$ cat config.mk
export PLATFORM = sky130hd
export DESIGN_NAME = pdc_cfg_bank
export DESIGN_NICKNAME = d
export VERILOG_FILES = /design/src/pdc_strength_dec.v /design/src/pdc_cfg_bank.v
export VERILOG_INCLUDE_DIRS = /design/src
export SDC_FILE = /design/constraint.sdc
export NUM_CORES = 1
export LEC_CHECK = 0
export ABC_AREA = 1
export CORE_ASPECT_RATIO = 1.25
export CORE_MARGIN = 4
export CORE_UTILIZATION = 45
export CTS_CLUSTER_DIAMETER = 120
export CTS_CLUSTER_SIZE = 12
export DETAILED_ROUTE_END_ITERATION = 7
export DONT_BUFFER_PORTS = 1
export MAX_ROUTING_LAYER = met4
export PLACE_DENSITY = 0.7
export SYNTH_ARGS = -nofsm -noshare
export SYNTH_HDL_FRONTEND = slang
export SYNTH_HIERARCHICAL = 1
export SYNTH_SLANG_ARGS = --single-unit
$ cat constraint.sdc
create_clock -name CLK_SYS -period 6.2 [get_ports CLK_SYS]
set_clock_uncertainty 0.15 [all_clocks]
set_input_delay 0.31 -clock CLK_SYS [delete_from_list [all_inputs] [get_ports CLK_SYS]]
set_output_delay 0.31 -clock CLK_SYS [all_outputs]
set_load 0.05 [all_outputs]
$ cat src/pdc_consts.vh
// constants for the pre-driver strength and monitor threshold bank
// assumes a 16-bit register port addressed by 9-bit register index
`ifndef PDC_CONSTS_VH
`define PDC_CONSTS_VH
// ****************************************
// register indices
// ****************************************
`define PDC_ADDR_HS_DRAIN   9'h18A
`define PDC_ADDR_HS_SOURCE  9'h18B
`define PDC_ADDR_LS_DRAIN_A 9'h18C
`define PDC_ADDR_LS_DRAIN_B 9'h18D
`define PDC_ADDR_LS_STRENGTH 9'h18F
// ****************************************
// reset values and field layout
// ****************************************
`define PDC_RST_THRESH      16'h0000
`define PDC_RST_STRENGTH    16'h0000
`define PDC_RST_SEL         28'h111_1111
`define PDC_STRENGTH_FAST   2'h0
`define PDC_CODE_W          3
`define PDC_NUM_HS          5
`define PDC_NUM_LS          7
`define PDC_NUM_LS_MON      6
`define PDC_HS_BOOST_MASK   5'h0A
// ****************************************
// timing
// ****************************************
`define PDC_CLK_PERIOD_NS   40
`define PDC_APPLY_MAX_NS    166
`define PDC_APPLY_CYC       ((`PDC_APPLY_MAX_NS / `PDC_CLK_PERIOD_NS) < 1 ? 1 : (`PDC_APPLY_MAX_NS / `PDC_CLK_PERIOD_NS))
`endif

$ cat src/pdc_strength_dec.v
// per-driver edge strength decoder with fast override
// assumes codes are registered by the caller
`timescale 1ns/100ps
`default_nettype none
module pdc_strength_dec (
  // configuration
  input  wire [1:0] rise_code,
  input  wire [1:0] fall_code,
  input  wire       fast_force,
  // decoded to the analog stage, one-hot per edge
  output reg  [3:0] rise_sel,
  output reg  [3:0] fall_sel
);
`include "pdc_consts.vh"
  reg [1:0] r_eff;
  reg [1:0] f_eff;
  always @* begin
    // override replaces, never overwrites, the stored codes
    r_eff = fast_force ? `PDC_STRENGTH_FAST : rise_code;
    f_eff = fast_force ? `PDC_STRENGTH_FAST : fall_code;
    // one-hot: bit0=300, bit1=50, bit2=25, bit3=12.5 V/us
    rise_sel = 4'h1 << r_eff;
    // falling leg sized from the slower of both codes, never faster than the rising leg
    fall_sel = 4'h1 << ((r_eff > f_eff) ? r_eff : f_eff);
  end
endmodule // pdc_strength_dec
`default_nettype wire

$ cat src/pdc_cfg_bank.v
// pre-driver edge strength and voltage monitor threshold bank
// assumes synchronous register port, microcode strobes on CLK_SYS
`timescale 1ns/100ps
`default_nettype none
module pdc_cfg_bank (
  // clock and reset
  input  wire        CLK_SYS,
  input  wire        SYS_RST,
  // register port
  input  wire        REG_WR,
  input  wire        REG_RD,
  input  wire [8:0]  REG_ADDR,
  input  wire [15:0] REG_WDATA,
  output reg  [15:0] REG_RDATA,
  output wire        REG_ERR,
  // microcode
  input  wire        UC_FAST_STRENGTH,
  input  wire        UC_THRESH_WR,
  input  wire [1:0]  UC_THRESH_SEL,
  input  wire [15:0] UC_THRESH_DATA,
  input  wire [4:0]  UC_HS_BOOST_REF,
  // device state
  input  wire        DEV_OPERATING,
  input  wire [6:0]  LS_CMD_IN,
  input  wire [4:0]  HS_SUPPLIED,
  input  wire [6:0]  LS_SUPPLIED,
  input  wire [4:0]  HS_STANDALONE,
  input  wire [4:0]  HS_DRAIN_CMP,
  input  wire [4:0]  HS_SOURCE_CMP,
  input  wire [5:0]  LS_DRAIN_CMP,
  // to the analog stages
  output wire [6:0]  LS_GATE,
  output reg  [27:0] LS_RISE_SEL,
  output reg  [27:0] LS_FALL_SEL,
  output reg  [14:0] HS_DRAIN_THRESH,
  output reg  [14:0] HS_SOURCE_THRESH,
  output reg  [17:0] LS_DRAIN_THRESH,
  output reg  [4:0]  HS_BOOST_REF,
  output reg  [4:0]  HS_DRIVER_USABLE,
  output reg  [4:0]  HS_DRAIN_FLAG,
  output reg  [4:0]  HS_SOURCE_FLAG,
  output reg  [5:0]  LS_DRAIN_FLAG,
  output reg         NORMAL_MODE
);
`include "pdc_consts.vh"
  // ****************************************
  // register storage
  // ****************************************
  reg [15:0] hs_drain_thresh_reg;
  reg [15:0] hs_source_thresh_reg;
  reg [15:0] ls_drain_thresh_reg_a;
  reg [15:0] ls_drain_thresh_reg_b;
  reg [15:0] ls_strength_cfg_reg;
  reg        fast_r;
  wire [27:0] rise_sel_w;
  wire [27:0] fall_sel_w;
  wire        hit;

  assign hit = (REG_ADDR == `PDC_ADDR_HS_DRAIN) || (REG_ADDR == `PDC_ADDR_HS_SOURCE) ||
               (REG_ADDR == `PDC_ADDR_LS_DRAIN_A) || (REG_ADDR == `PDC_ADDR_LS_DRAIN_B) ||
               (REG_ADDR == `PDC_ADDR_LS_STRENGTH);
  assign REG_ERR = (REG_WR | REG_RD) & ~hit;

  always @(posedge CLK_SYS or posedge SYS_RST) begin
    if (SYS_RST) begin
      NORMAL_MODE <= 1'b0;
    end else begin
      NORMAL_MODE <= 1'b1;
    end
  end

  // register writes; microcode threshold write wins over a same-cycle spi write
  always @(posedge CLK_SYS or posedge SYS_RST) begin
    if (SYS_RST) begin
      hs_drain_thresh_reg   <= `PDC_RST_THRESH;
      hs_source_thresh_reg  <= `PDC_RST_THRESH;
      ls_drain_thresh_reg_a <= `PDC_RST_THRESH;
      ls_drain_thresh_reg_b <= `PDC_RST_THRESH;
      ls_strength_cfg_reg   <= `PDC_RST_STRENGTH;
    end else begin
      if (REG_WR) begin
        case (REG_ADDR)
          `PDC_ADDR_HS_DRAIN:    hs_drain_thresh_reg   <= REG_WDATA;
          `PDC_ADDR_HS_SOURCE:   hs_source_thresh_reg  <= REG_WDATA;
          `PDC_ADDR_LS_DRAIN_A:  ls_drain_thresh_reg_a <= REG_WDATA;
          `PDC_ADDR_LS_DRAIN_B:  ls_drain_thresh_reg_b <= REG_WDATA;
          `PDC_ADDR_LS_STRENGTH: begin
            if (NORMAL_MODE) begin
              ls_strength_cfg_reg <= REG_WDATA;
            end
          end
          default: ;
        endcase
      end
      if (UC_THRESH_WR) begin
        case (UC_THRESH_SEL)
          2'h0: hs_drain_thresh_reg   <= UC_THRESH_DATA;
          2'h1: hs_source_thresh_reg  <= UC_THRESH_DATA;
          2'h2: ls_drain_thresh_reg_a <= UC_THRESH_DATA;
          default: ls_drain_thresh_reg_b <= UC_THRESH_DATA;
        endcase
      end
    end
  end

  always @(posedge CLK_SYS or posedge SYS_RST) begin
    if (SYS_RST) begin
      fast_r <= 1'b0;
    end else begin
      fast_r <= UC_FAST_STRENGTH;
    end
  end

  // ****************************************
  // strength decode, 7 drivers
  // ****************************************
  // 16-bit register holds 8 codes; rise codes in [7:0] for drivers 0..3,
  // fall codes in [15:8]; drivers 4..6 reuse the codes of drivers 0..2 in the same fields
  genvar g;
  generate
    for (g = 0; g < `PDC_NUM_LS; g = g + 1) begin : g_ls
      wire [1:0] rc;
      wire [1:0] fc;
      assign rc = ls_strength_cfg_reg[2*(g%4) +: 2];
      assign fc = ls_strength_cfg_reg[8 + 2*(g%4) +: 2];
      pdc_strength_dec u_dec (
        .rise_code  (rc),
        .fall_code  (fc),
        .fast_force (fast_r),
        .rise_sel   (rise_sel_w[4*g +: 4]),
        .fall_sel   (fall_sel_w[4*g +: 4])
      );
    end
  endgenerate

  // one flop from code change to driver select
  always @(posedge CLK_SYS or posedge SYS_RST) begin
    if (SYS_RST) begin
      LS_RISE_SEL <= `PDC_RST_SEL;
      LS_FALL_SEL <= `PDC_RST_SEL;
    end else begin
      LS_RISE_SEL <= rise_sel_w;
      LS_FALL_SEL <= fall_sel_w;
    end
  end

  // combinational so the gate drops the instant reset rises
  assign LS_GATE = (SYS_RST | ~DEV_OPERATING) ? 7'h00 : LS_CMD_IN;

  // ****************************************
  // monitor thresholds and gated flags
  // ****************************************
  always @(posedge CLK_SYS or posedge SYS_RST) begin
    if (SYS_RST) begin
      HS_DRAIN_THRESH  <= 15'h0000;
      HS_SOURCE_THRESH <= 15'h0000;
      LS_DRAIN_THRESH  <= 18'h0_0000;
      HS_BOOST_REF     <= 5'h00;
      HS_DRIVER_USABLE <= 5'h00;
      HS_DRAIN_FLAG    <= 5'h00;
      HS_SOURCE_FLAG   <= 5'h00;
      LS_DRAIN_FLAG    <= 6'h00;
    end else begin
      HS_DRAIN_THRESH  <= hs_drain_thresh_reg[14:0];
      HS_SOURCE_THRESH <= hs_source_thresh_reg[14:0];
      // six monitored low-side channels; converter driver has none
      LS_DRAIN_THRESH  <= {ls_drain_thresh_reg_b[8:0], ls_drain_thresh_reg_a[8:0]};
      HS_BOOST_REF     <= UC_HS_BOOST_REF & `PDC_HS_BOOST_MASK;
      HS_DRIVER_USABLE <= ~HS_STANDALONE;
      HS_DRAIN_FLAG    <= HS_DRAIN_CMP & HS_SUPPLIED;
      HS_SOURCE_FLAG   <= HS_SOURCE_CMP & HS_SUPPLIED;
      LS_DRAIN_FLAG    <= LS_DRAIN_CMP & LS_SUPPLIED[5:0];
    end
  end

  // ****************************************
  // read back
  // ****************************************
  always @(posedge CLK_SYS or posedge SYS_RST) begin
    if (SYS_RST) begin
      REG_RDATA <= 16'h0000;
    end else if (REG_RD) begin
      case (REG_ADDR)
        `PDC_ADDR_HS_DRAIN:    REG_RDATA <= hs_drain_thresh_reg;
        `PDC_ADDR_HS_SOURCE:   REG_RDATA <= hs_source_thresh_reg;
        `PDC_ADDR_LS_DRAIN_A:  REG_RDATA <= ls_drain_thresh_reg_a;
        `PDC_ADDR_LS_DRAIN_B:  REG_RDATA <= ls_drain_thresh_reg_b;
        `PDC_ADDR_LS_STRENGTH: REG_RDATA <= ls_strength_cfg_reg;
        default:               REG_RDATA <= 16'h0000;
      endcase
    end
  end
endmodule // pdc_cfg_bank
`default_nettype wire

# [After elaboration in Yosys (flattened, before gate mapping)]
# Cells that the tools add are included.
# Widths: inputs -> output; s select.
[op_classes] order_cmp=4 eq_ne=7 n_shift=8 n_mux=30 n_bitwise=9 n_reduce_logical=7
[op_table] operator="$mux 16" n=16
[op_table] operator="$pmux 16 s5" n=1
[op_table] operator="$eq 9x9->1 const B" n=5
[op_table] operator="$shl 1x2->4 const A" n=8
[op_table] operator="$mux 2" n=12
[op_table] operator="$and 5x5->5" n=2
[op_table] operator="$gt 2x2->1" n=4
[op_table] operator="$mux 7" n=1
[op_table] operator="$and 6x6->6" n=1
[op_table] operator="$not 5->5" n=1
[op_table] operator="$logic_or 1x1->1" n=4
[op_table] operator="$reduce_and 3->1" n=1
[op_table] operator="$reduce_or 3->1" n=1
[op_table] operator="$eq 2x1->1 const B" n=1
[op_table] operator="$eq 2x2->1 const B" n=1
[op_table] operator="$logic_not 2->1" n=1
[op_table] operator="$not 1->1" n=2
[op_table] operator="$or 1x1->1" n=2
[op_table] operator="$and 1x1->1" n=1
[word_totals] register_bits=225 input_bits=95 out_inout_bits=155

# [Depth between registers and ports, before layout]
# Gate-level depths: netlist of the first run.
[depth] ltp_word=7 mapped_depth=10 mapped_depth_nobuf=9

# [Modules after synthesis]
# The synthesis of the first run kept the hierarchy.
[by_module_without_submodules] module="pdc_cfg_bank" n_inst=1 cells_each=988 area_each_um2=9115.0
[by_module_without_submodules] module="pdc_strength_dec" n_inst=7 cells_each=24 area_each_um2=113.9

# [Least setup slack after synthesis of the first run]
# Ideal clock, no wire load.
[synth_timing] path_type="input to output" from="input port SYS_RST" to="output port LS_GATE[0]" arrival_time_ps=6835 required_ps=5740 path_slack_ps=-1095 path_stages=3 path_buffers=0 cell_sequence="inv_1 -> nand2_1 -> nor2_1"
[synth_between] elab_chain_cells=2
[synth_rtl] element="start, declared" line="pdc_cfg_bank.v:8" text="input wire SYS_RST,"
[synth_rtl] element="$or 1x1->1" line="pdc_cfg_bank.v:148" text="assign LS_GATE = (SYS_RST | ~DEV_OPERATING) ? 7'h00 : LS_CMD_IN;"
[synth_rtl] element="$mux 7" line="pdc_cfg_bank.v:148"
[synth_rtl] element="end, declared" line="pdc_cfg_bank.v:32" text="output wire [6:0] LS_GATE,"
# No other way between the ends.

# [Worst setup path in the final report of the first run]
[layout_timing] from="input port REG_ADDR[6]" to="register ls_drain_thresh_reg_b[13]"
[layout_between] elab_chain_cells=5
[layout_rtl] element="start, declared" line="pdc_cfg_bank.v:12" text="input wire [8:0] REG_ADDR,"
[layout_rtl] element="$eq 9x9->1 *" line="pdc_cfg_bank.v:82" text="case (REG_ADDR)"
[layout_rtl] element="$mux 16 *" line="pdc_cfg_bank.v:82"
[layout_rtl] element="$mux 16 *" line="pdc_cfg_bank.v:81" text="if (REG_WR) begin"
[layout_rtl] element="$mux 16" line="pdc_cfg_bank.v:96" text="case (UC_THRESH_SEL)"
[layout_rtl] element="$mux 16 *" line="pdc_cfg_bank.v:95" text="if (UC_THRESH_WR) begin"
[layout_rtl] element="end signal, assigned" line="pdc_cfg_bank.v:78" text="ls_drain_thresh_reg_b <= `PDC_RST_THRESH;"
[layout_rtl] element="end, declared" line="pdc_cfg_bank.v:52" text="reg [15:0] ls_drain_thresh_reg_b;"
# Every way passes the cells marked *; elsewhere a longest branch is shown, timed or not.
# A chain may end at the register's enable or synchronous reset.

==> results of run 1 <==
==> final timing paths <==
| kind | start | end | slack (ns) | cells past startpoint |
|---|---|---|---|---|
| setup / recovery | REG_ADDR[6] | ls_drain_thresh_reg_b[13] | 2.71 | 11 |
| hold / removal | UC_THRESH_SEL[1] | hs_source_thresh_reg[2] | 0.03 | 4 |
| setup reg to reg | NORMAL_MODE | ls_strength_cfg_reg[3] | 4.04 | 4 |
| hold reg to reg | hs_drain_thresh_reg[9] | HS_DRAIN_THRESH[9] | 0.25 | 0 |
| max in group asynchronous | SYS_RST | ls_drain_thresh_reg_a[9] | 4.20 | 3 |
| min in group asynchronous | SYS_RST | LS_RISE_SEL[21] | 0.24 | 2 |
==> synthesized netlist by cell type, types with 2 or more instances <==
library cell    n
clkbuf_1       22
o21ai_0        17
nor3_2          3
dfstp_2        14
inv_2          13
inv_1         177
buf_4           5
nand2_1       310
nand3_2         7
a21oi_1        30
dfrtp_1       211
ha_1            7
buf_2          23
conb_1          2
o211ai_1       33
nand3_1        88
nand4_1        64
nor2_1         96
nand2_2        19
nand4_2         2
nor2_4          6
nor2_2          3
==> power breakdown <==
group	leakage [nW]	total, mW	internal, mW	switching, mW
Combinational	2.98	0.355	0.144	0.211
Sequential	2.84	1.99	1.61	0.379
Clock	0.305	1.22	0.688	0.537
Total	6.12	3.57	2.44	1.13
==> through the flow <==
| stage | instance area, µm² | total power, mW | util, % |
|---|---|---|---|
| floorplan | 9920 | 2.18 | - |
| global placement | 10100 | 2.26 | 46.7 |
| detailed placement | 10100 | 2.27 | 46.7 |
| CTS | 11800 | 3.58 | 54.4 |
| global route | 11800 | 3.72 | 54.4 |
| finish | 11800 | 3.57 | 54.4 |
==> cells by family (layout without fill, tap and decap cells) <==
family | Yosys count | in the layout | share of synthesized area (%)
AO/OA/AOI/OAI | 80 | 80 | 4.87
adder cells (fa/ha/maj) | 7 | 7 | 0.884
buffers and inverters | 242 | 340 | 9.72
flip-flops | 225 | 225 | 57.0
other | 2 | 4 | 0.0758
AND/OR/NAND/NOR | 600 | 600 | 27.5
==> area by class of cell <==
| class | instances | area share [%] |
|---|---|---|
| Sequential cell | 225 | 48.0 |
| Multi-Input combinational cell | 691 | 28.2 |
| Timing Repair Buffer | 111 | 9.36 |
| Inverter | 190 | 6.09 |
| Clock buffer | 38 | 5.37 |
| Tap cell | 279 | 2.97 |
| Clock inverter | 1 | 0.0425 |
==> per-layer routing <==
metal / vias to the layer above / wire length, µm / global-route usage, %
met5: - / 0 / -
met4: 0 / 1050 / 8.64
met3: 76 / 2640 / 4.49
met2: 472 / 14200 / 39.2
met1: 3919 / 11000 / 29.2
li1: 3796 / - / -
==> critical path, delay by kind of cell <==
kind	cells	cell delay [ns]
buffers and inverters	4	1.78
and+or+nand+nor	7	1.59
==> what timing repair did <==
item | 4_1_cts | 5_1_grt
hold buffers | 103 | 0
gates resized for setup | 0 | 0
hold endpoints to repair | 144 | 0
==> qor.txt, run 1 <==
clock sinks = 225
setup bufs post-CTS = 0
cell area after synthesis = 9910 µm²
crit end category = flop
CP peak stage delay = 0.73 ns
final WL = 28900 µm
Area growth syn-to-layout = 18.7%
# port buffers = 0
drt pass-1 iters = 5
vias per inst = 5.38
initial antenna violation count = 0
outcome = complete, no violations
Tightest Pin Transition = 1.19 ns
register area share after synthesis = 57.0%
synth top area cells = dfrtp_1, nand2_1, inv_1
Top Registers = LS_FALL_SEL x28, LS_RISE_SEL x28, LS_DRAIN_THRESH x18
final setup violating endpoints = 0
core area = 21600 µm²
TritonCTS Buffers = 22
DR iter-0 viols = 753
CTS tree = yes
worst-path cell chain = inv_1 -> nand2_1 -> nor2_4 -> buf_4 -> nand2_2 -> nor2_4 -> nand3_1 -> dlygate4sd3_1 -> nand3_1 -> dlygate4sd3_1 -> nand2_1
Hold WC Path Type = in2reg
Post-synth EDFFs = 0
maximum clock path buffer count = 3
most common cell after layout, fill and taps aside = nand2_1
gr ovfl total = 0
RePlAce Congestion = 0.885
Hold Vio Cnt, Final = 0
min Tclk post-route = 3.49 ns
mean area per synthesized cell = 8.57 µm²
CP Data Required Time = 6.44 ns
worst setup margin = 2.71 ns
drc violations = 0
first-pass GRT wire length = 45200 µm
setup TNS = 0 ns
WS Path Type = in2reg
Die ar. = 24500 µm²
final std cells w/o fill = 1535
slowest CP cell = nor2_4
Synth cell types = 26
Max Clk Rate = 0.287 GHz
Yosys warnings = 6
CP Launch Type = input port
post-route ant nets = 0
PD cells = 304 nW/µm²
commonest cells after routing, fill and taps aside = nand2_1, dfrtp_1, inv_1, dlygate4sd3_1, nor2_1
pre-CTS WS = 3.09 ns
DR WL/cell = 18.8 µm
num rows = 60
VDD IR max = 0.207 mV
diode count = 0
flops & latches, synth = 225
RSZ-0062 raised after global routing = false
Filler cells = 1896
DP HPWL = 19100 µm
clk slew on worst S/H paths = 0.06 ns
sequential standard cell area = 5650 µm²
total global-route track usage = 23.7%
Synth async-reset ratio = 100%
htree depth = 1
clk root buf = clkbuf_16
initial core utilization = 45.8%
area occupied by multi-input gates = 3310 µm²
largest net degree at the start of global routing = 80
Slew Limit Headroom = 20.2%
die height = 174 µm
share of the synthesized area in the top cell type = 53.3%
Yosys top cell by area = dfrtp_1
# IOs = 250
fin nets = 1343
Max Slew Vio Count = 0
Via Count = 8263
Syn Inst Count = 1156
Max-Cap Viols = 0
crit-path max FO = 46
Clk Latency, worst-skew pair = 0.50 ns
vias in the first global route = 8134
LEAKAGE = 6.12 nW
final cycle utilization of the critical path = 56.2%
Hold WS = 0.0311 ns
WP data arrival = 3.73 ns
fraction of layout cells with a size suffix above 1 = 8.20%
# placed instances = 1393
ys flop type = dfrtp_1
Die W = 141 µm
Power figures use the tool's default switching activity.
==> run 2, diff against run 1 <==
--- a/config.mk
+++ b/config.mk
@@ -6,7 +6,7 @@
 export SDC_FILE = /design/constraint.sdc
 export NUM_CORES = 1
 export LEC_CHECK = 0
-export ABC_AREA = 1
+export ABC_AREA = 0
 export CORE_ASPECT_RATIO = 1.25
 export CORE_MARGIN = 4
 export CORE_UTILIZATION = 45
@@ -15,7 +15,7 @@
 export DETAILED_ROUTE_END_ITERATION = 7
 export DONT_BUFFER_PORTS = 1
 export MAX_ROUTING_LAYER = met4
-export PLACE_DENSITY = 0.7
+export PLACE_DENSITY = 0.68
 export SYNTH_ARGS = -nofsm -noshare
 export SYNTH_HDL_FRONTEND = slang
 export SYNTH_HIERARCHICAL = 1
==> constraint.sdc (replaced) <==
create_clock -name CLK_SYS -period 3.35 [get_ports CLK_SYS]
set_clock_uncertainty 0.15 [all_clocks]
set_input_delay 0.1675 -clock CLK_SYS [delete_from_list [all_inputs] [get_ports CLK_SYS]]
set_output_delay 0.1675 -clock CLK_SYS [all_outputs]
set_load 0.05 [all_outputs]
==> qor.txt, run 2 <==
outcome = complete, no violations (unchanged)
min Tclk post-route = 3.10 ns
Die ar. = 22400 µm² (was 24500 µm²)
fraction of layout cells with a size suffix above 1 = 10.0% (was 8.20%)
count leader, synth = dfrtp_1 (was nand2_1)
cell area after synthesis = 9000 µm² (was 9910 µm²)
Syn Inst Count = 813 (was 1156)
final setup violating endpoints = 0 (unchanged)
switching share of power = 29.7% (was 31.6%)
Resized Gates After CTS = 0 (unchanged)
Worst Hold Depth = 4 (unchanged)
Max-Cap Viols = 0 (unchanged)
largest net degree at the start of global routing = 84 (was 80)
CTS tree = yes (unchanged)
Max Clk Rate = 0.322 GHz
# IOs = 250 (unchanged)
final WL = 26200 µm (was 28900 µm)
total net switching power = 1.91 mW (was 1.13 mW)
vias per inst = 5.63 (was 5.38)
PD cells = 578 nW/µm² (was 304 nW/µm²)
clock share of power = 35.4% (was 34.3%)
Max Slew Vio Count = 0 (unchanged)
most common cell after layout, fill and taps aside = dfrtp_1 (was nand2_1)
Synth cell types = 44 (was 26)
core area = 19500 µm² (was 21600 µm²)
TritonCTS Buffers = 22 (unchanged)
Slew Limit Headroom = 17.5% (was 20.2%)
Clk Latency, worst-skew pair = 0.51 ns (was 0.50 ns)
mean area per synthesized cell = 11.1 µm² (was 8.57 µm²)
Synth async-reset ratio = 100% (unchanged)
num rows = 57 (was 60)
commonest cells after routing, fill and taps aside = dfrtp_1, dlygate4sd3_1, nand3_1, nand2_1, nor2_1 (was nand2_1, dfrtp_1, inv_1, dlygate4sd3_1, nor2_1)
RePlAce Congestion = 0.862 (was 0.885)
register area share after synthesis = 62.7% (was 57.0%)
Yosys top cell by area = dfrtp_1 (unchanged)
Post-synth EDFFs = 0 (unchanged)
maximum clock path buffer count = 3 (unchanged)
ys flop type = dfrtp_1 (unchanged)
crit-path max FO = 17 (was 46)
htree depth = 1 (unchanged)
total global-route track usage = 23.9% (was 23.7%)
WP data arrival = 3.39 ns (was 3.73 ns)
utilization after layout = 56.9% (was 54.4%)
share of the synthesized area in the top cell type = 58.6% (was 53.3%)
LEAKAGE = 5.01 nW (was 6.12 nW)
VDD IR max = 0.317 mV (was 0.207 mV)
delay-heaviest family, CP = buffers and inverters (unchanged)
fin nets = 1025 (was 1343)
vias in the first global route = 6943 (was 8134)
final cycle utilization of the critical path = 92.6%
gr ovfl total = 0 (unchanged)
DP HPWL = 16900 µm (was 19100 µm)
Hold Vio Cnt, Final = 0 (unchanged)
clock sinks = 225 (unchanged)
Yosys warnings = 6 (unchanged)
CP Data Required Time = 3.64 ns (was 6.44 ns)
worst-path cell chain = dlygate4sd3_1 -> nand2b_1 -> nor4_2 -> nand3_1 -> dlygate4sd3_1 -> nand3_1 -> dlygate4sd3_1 (was inv_1 -> nand2_1 -> nor2_4 -> buf_4 -> nand2_2 -> nor2_4 -> nand3_1 -> dlygate4sd3_1 -> nand3_1 -> dlygate4sd3_1 -> nand2_1)
crit end category = flop (unchanged)
initial core utilization = 46.1% (was 45.8%)
synth cell count leaders = dfrtp_1, nand3_1, nand2_1 (was nand2_1, dfrtp_1, inv_1)
first-pass GRT wire length = 40800 µm (was 45200 µm)
Worst Reg-to-Reg Cells = 4 (unchanged)
Area growth syn-to-layout = 23.5% (was 18.7%)
Reg power frac = 55.8% (about the same)
DR WL/cell = 21.7 µm (was 18.8 µm)
initial antenna violation count = 0 (unchanged)
setup TNS = 0 ns (unchanged)
Filler cells = 1630 (was 1896)
DR iter-0 viols = 586 (was 753)
P_int = 4.52 mW (was 2.44 mW)
WS Path Type = in2reg (unchanged)
CP Launch Type = input port (unchanged)
Bufs and invs on worst path = 3 (was 4)
drc violations = 0 (unchanged)
Via Count = 6780 (was 8263)
die height = 166 µm (was 174 µm)
Levels on crit path = 7 (was 11)
synth top area cells = dfrtp_1, nand3_1, nand2_1 (was dfrtp_1, nand2_1, inv_1)
Tightest Pin Transition = 1.23 ns (was 1.19 ns)
RSZ-0062 raised after global routing = false (unchanged)
Reg2Reg Setup Slack = 0.65 ns (was 4.04 ns)
# port buffers = 0 (unchanged)
clk root buf = clkbuf_16 (unchanged)
CP peak stage delay = 1.01 ns (was 0.73 ns)
most used cell, CP = dlygate4sd3_1
slowest CP cell = dlygate4sd3_1 (was nor2_4)
Die W = 135 µm (was 141 µm)
post-route ant nets = 0 (unchanged)
flops & latches, synth = 225 (unchanged)
drt pass-1 iters = 5 (unchanged)
Logic pwr share = 8.8% (was 9.9%)
clk slew on worst S/H paths = 0.07 ns (was 0.06 ns)
Hold WC Path Type = in2reg (unchanged)
Top Registers = LS_FALL_SEL x28, LS_RISE_SEL x28, LS_DRAIN_THRESH x18 (unchanged)
[run 2: cells by family (layout without fill, tap and decap cells)]
family / count (synthesis) / after routing / share of synthesized area [%]
and+or+nand+nor: 365 / 365 / 20.2
DFF: 225 / 225 / 62.7
AOI/OAI and AO/OA: 112 / 112 / 8.45
buffers and inverters: 70 / 194 / 3.21
muxes: 32 / 32 / 4.40
adders and majority gates: 7 / 7 / 0.973
other: 2 / 5 / 0.0834
[run 2: final cells by class]
class	instances	area, µm²	share of cell area [%]
Antenna cell	1	2.50	0.0225
Clock buffer	39	636	5.72
Clock inverter	1	5.00	0.0450
Inverter	23	90.1	0.810
Multi-Input combinational cell	520	3090	27.8
Sequential cell	225	5650	50.8
Tap cell	265	332	2.98
Timing Repair Buffer	131	1320	11.8
[run 2: routing by layer]
layer | vias to the layer above | track usage [%] | wire length [µm]
li1 | 3025 | - | -
met1 | 3332 | 30.4 | 10100
met2 | 358 | 38.0 | 12900
met3 | 65 | 5.21 | 2330
met4 | 0 | 8.64 | 879
met5 | - | - | 0
[run 2: repair_timing]
item / 4_1_cts / 5_1_grt
hold endpoints to repair: 147 / 0
setup buffers: 0 / 0
hold buffers: 118 / 0
[run 2: worst paths after layout]
kind,from,end
setup / recovery,REG_ADDR[2],ls_drain_thresh_reg_a[15]
hold / removal,REG_ADDR[0],REG_RDATA[2]
setup reg to reg,NORMAL_MODE,ls_strength_cfg_reg[10]
hold reg to reg,hs_source_thresh_reg[6],HS_SOURCE_THRESH[6]
max in group asynchronous,SYS_RST,ls_strength_cfg_reg[10]
min in group asynchronous,SYS_RST,HS_DRAIN_THRESH[0]
[run 2: worst reg2reg max path, delay by kind of cell, from the launching register on]
kind / cells / cell delay [ns]
mux: 1 / 0.40
flops: 1 / 0.68
simple gates: 1 / 0.31
buf+inv: 2 / 1.04
[run 2: power groups by stage]
stage | Clock (mW) | Combinational [mW] | Sequential [mW]
after floorplan | 0 | 0.314 | 3.56
after global placement | 0 | 0.365 | 3.63
after detailed placement | 0 | 0.378 | 3.63
after CTS | 2.34 | 0.559 | 3.59
after global routing | 2.45 | 0.628 | 3.61
final | 2.28 | 0.568 | 3.59
[run 2: stage by stage]
step | worst slack [ns] | total power, mW | cell area [µm²] | instances | hold WS (ns)
after global placement | 0.722 | 4.00 | 9300 | 1046 | 0.0490
after CTS | 0.337 | 6.48 | 11100 | 1204 | 0.00287
after floorplan | 0.106 | 3.87 | 9020 | 815 | 0.0489
after global routing | 0.104 | 6.69 | 11100 | 1204 | 0.0223
final | 0.247 | 6.43 | 11100 | 1205 | 0.0252
after detailed placement | 0.709 | 4.01 | 9300 | 1046 | 0.0490
==> run 3, diff against run 2 <==
--- a/config.mk
+++ b/config.mk
@@ -15,7 +15,7 @@
 export DETAILED_ROUTE_END_ITERATION = 7
 export DONT_BUFFER_PORTS = 1
 export MAX_ROUTING_LAYER = met4
-export PLACE_DENSITY = 0.68
+export PLACE_DENSITY = 0.7
 export SYNTH_ARGS = -nofsm -noshare
 export SYNTH_HDL_FRONTEND = slang
 export SYNTH_HIERARCHICAL = 1
==> constraint.sdc (replaced) <==
create_clock -name CLK_SYS -period 2.8 [get_ports CLK_SYS]
set_clock_uncertainty 0.15 [all_clocks]
set_input_delay 0.14 -clock CLK_SYS [delete_from_list [all_inputs] [get_ports CLK_SYS]]
set_output_delay 0.14 -clock CLK_SYS [all_outputs]
set_load 0.05 [all_outputs]
==> qor.txt, run 3 (synthesized netlist as in run 2, its figures left out) <==
final WL = 26500 µm (was 26200 µm)
die height = 166 µm (unchanged)
clk slew on worst S/H paths = 0.07 ns (about the same)
DP HPWL = 17000 µm (was 16900 µm)
DR iter-0 viols = 488 (was 586)
Area growth syn-to-layout = 25.2% (was 23.5%)
DR WL/cell = 21.7 µm (about the same)
Max Clk Rate = 0.397 GHz
initial antenna violation count = 1 (was 0)
total global-route track usage = 24.1% (was 23.9%)
# placed instances = 1055 (was 1046)
drc violations = 0 (unchanged)
crit end category = flop (unchanged)
Hold WC Path Type = in2reg (unchanged)
Worst Hold Depth = 4 (unchanged)
most common cell after layout, fill and taps aside = dfrtp_1 (unchanged)
initial core utilization = 46.1% (unchanged)
final std cells w/o fill = 1220 (was 1205)
vias per inst = 5.60 (was 5.63)
first-pass GRT wire length = 41200 µm (was 40800 µm)
PD cells = 683 nW/µm² (was 578 nW/µm²)
RSZ-0062 raised after global routing = false (unchanged)
TritonCTS Buffers = 22 (unchanged)
maximum clock path buffer count = 3 (unchanged)
fin nets = 1042 (was 1025)
Die ar. = 22400 µm² (unchanged)
Hold Crit Endpoint = REG_RDATA[15] (was REG_RDATA[2])
# IOs = 250 (unchanged)
drt pass-1 iters = 7 (was 5)
utilization after layout = 57.7% (was 56.9%)
area occupied by multi-input gates = 3090 µm² (unchanged)
sequential standard cell area = 5650 µm² (unchanged)
Max-Cap Viols = 0 (unchanged)
clock sinks = 225 (unchanged)
Die W = 135 µm (unchanged)
commonest cells after routing, fill and taps aside = dfrtp_1, dlygate4sd3_1, nand3_1, nand2_1, nor2_1 (unchanged)
outcome = complete, no violations (unchanged)
CTS tree = yes (unchanged)
setup TNS = 0 ns (unchanged)
RePlAce Congestion = 0.888 (was 0.862)
Post-DP Area = 9380 µm² (was 9300 µm²)
vias in the first global route = 7051 (was 6943)
Resized Gates After CTS = 0 (unchanged)
htree depth = 1 (unchanged)
min Tclk post-route = 2.52 ns
CP Launch Type = input port (unchanged)
WS Path Type = in2reg (unchanged)
WP data arrival = 2.82 ns (was 3.39 ns)
fraction of layout cells with a size suffix above 1 = 10.8% (was 10.0%)
Via Count = 6828 (was 6780)
Max Slew Vio Count = 0 (unchanged)
clk root buf = clkbuf_16 (unchanged)
gr ovfl total = 0 (unchanged)
Worst Reg-to-Reg Cells = 4 (unchanged)
HP Start = REG_ADDR[2] (was REG_ADDR[0])
Hold Vio Cnt, Final = 0 (unchanged)
final cycle utilization of the critical path = 89.9%
Slew Limit Headroom = 44.7% (was 17.5%)
core area = 19500 µm² (unchanged)
num rows = 57 (unchanged)
Reg2Reg Setup Slack = 0.81 ns (was 0.65 ns)
VDD IR max = 0.445 mV (was 0.317 mV)
design area = 11300 µm² (was 11100 µm²)
Clk Latency, worst-skew pair = 0.51 ns (about the same)
worst reg2reg path endpoint = LS_FALL_SEL[2] (was ls_strength_cfg_reg[10])
final setup violating endpoints = 0 (unchanged)
CP Data Required Time = 3.10 ns (was 3.64 ns)
Hold WS = 0.0149 ns (was 0.0252 ns)
Top Registers = LS_FALL_SEL x28, LS_RISE_SEL x28, LS_DRAIN_THRESH x18 (unchanged)
crit-path max FO = 11 (was 17)
post-route ant nets = 0 (unchanged)
LEAKAGE = 5.08 nW (was 5.01 nW)
largest net degree at the start of global routing = 53 (was 84)
Tightest Pin Transition = 0.827 ns (was 1.23 ns)
# port buffers = 0 (unchanged)
Critical R2R Launch = fast_r (was NORMAL_MODE)
Filler cells = 1611 (was 1630)
[run 3: layer usage]
layer / vias to the layer above / global-route usage [%] / routed length [µm] / part of all wire (%)
li1: 3053 / - / - / -
met1: 3342 / 29.5 / 10200 / 38
met2: 366 / 39.3 / 13000 / 49
met3: 67 / 5.24 / 2360 / 8.9
met4: 0 / 9.17 / 997 / 3.8
met5: - / - / 0 / 0
[run 3: power breakdown]
part / switching (mW) / total [mW] / internal, mW
registers: 0.738 / 4.29 / 3.55
logic: 0.361 / 0.704 / 0.343
clock network: 1.19 / 2.71 / 1.52
[run 3: final cells by class]
class / count / share of cell area (%)
clock inverter: 1 / 0.0444
timing repair buffer: 148 / 13.1
clock buffer: 37 / 5.57
sequential: 225 / 50.1
multi-input combinational: 520 / 27.4
inverter: 23 / 0.799
tap: 265 / 2.94
antenna: 1 / 0.0222
[run 3: worst max-delay path, stage by stage]
cell	delay, ns
dlygate4sd3_1	0.61
nand2b_1	0.22
dlygate4sd3_1	0.62
nor3_2	0.16
buf_4	0.25
nand2_1	0.08
a31oi_1	0.17
dlygate4sd3_1	0.56
[run 3: how the worst max path moves through the flow]
| stage | to | startpoint | slack [ns] | cells after the start |
|---|---|---|---|---|
| after floorplan | HS_BOOST_REF[1] | SYS_RST | -0.42 | 1 |
| after global placement | ls_strength_cfg_reg[10] | REG_ADDR[5] | 0.53 | 5 |
| after detailed placement | ls_strength_cfg_reg[10] | REG_ADDR[5] | 0.51 | 5 |
| after CTS | ls_drain_thresh_reg_b[13] | REG_ADDR[1] | 0.35 | 8 |
| after global routing | ls_drain_thresh_reg_b[2] | REG_ADDR[1] | 0.12 | 7 |
| final | ls_drain_thresh_reg_b[12] | REG_ADDR[1] | 0.28 | 8 |
[run 3: what timing repair did]
action / CTS / global route
buffers inserted: 0 / 0
endpoints found under the hold margin: 205 / 0
hold buffers: 126 / 0
[run 3: per-stage QoR]
step	total power, mW	setup slack (ns)
3_3_place_gp	4.79	0.529
2_1_floorplan	4.63	-0.417
5_1_grt	7.99	0.117
4_1_cts	7.73	0.353
6_report	7.70	0.284
3_5_place_dp	4.81	0.513
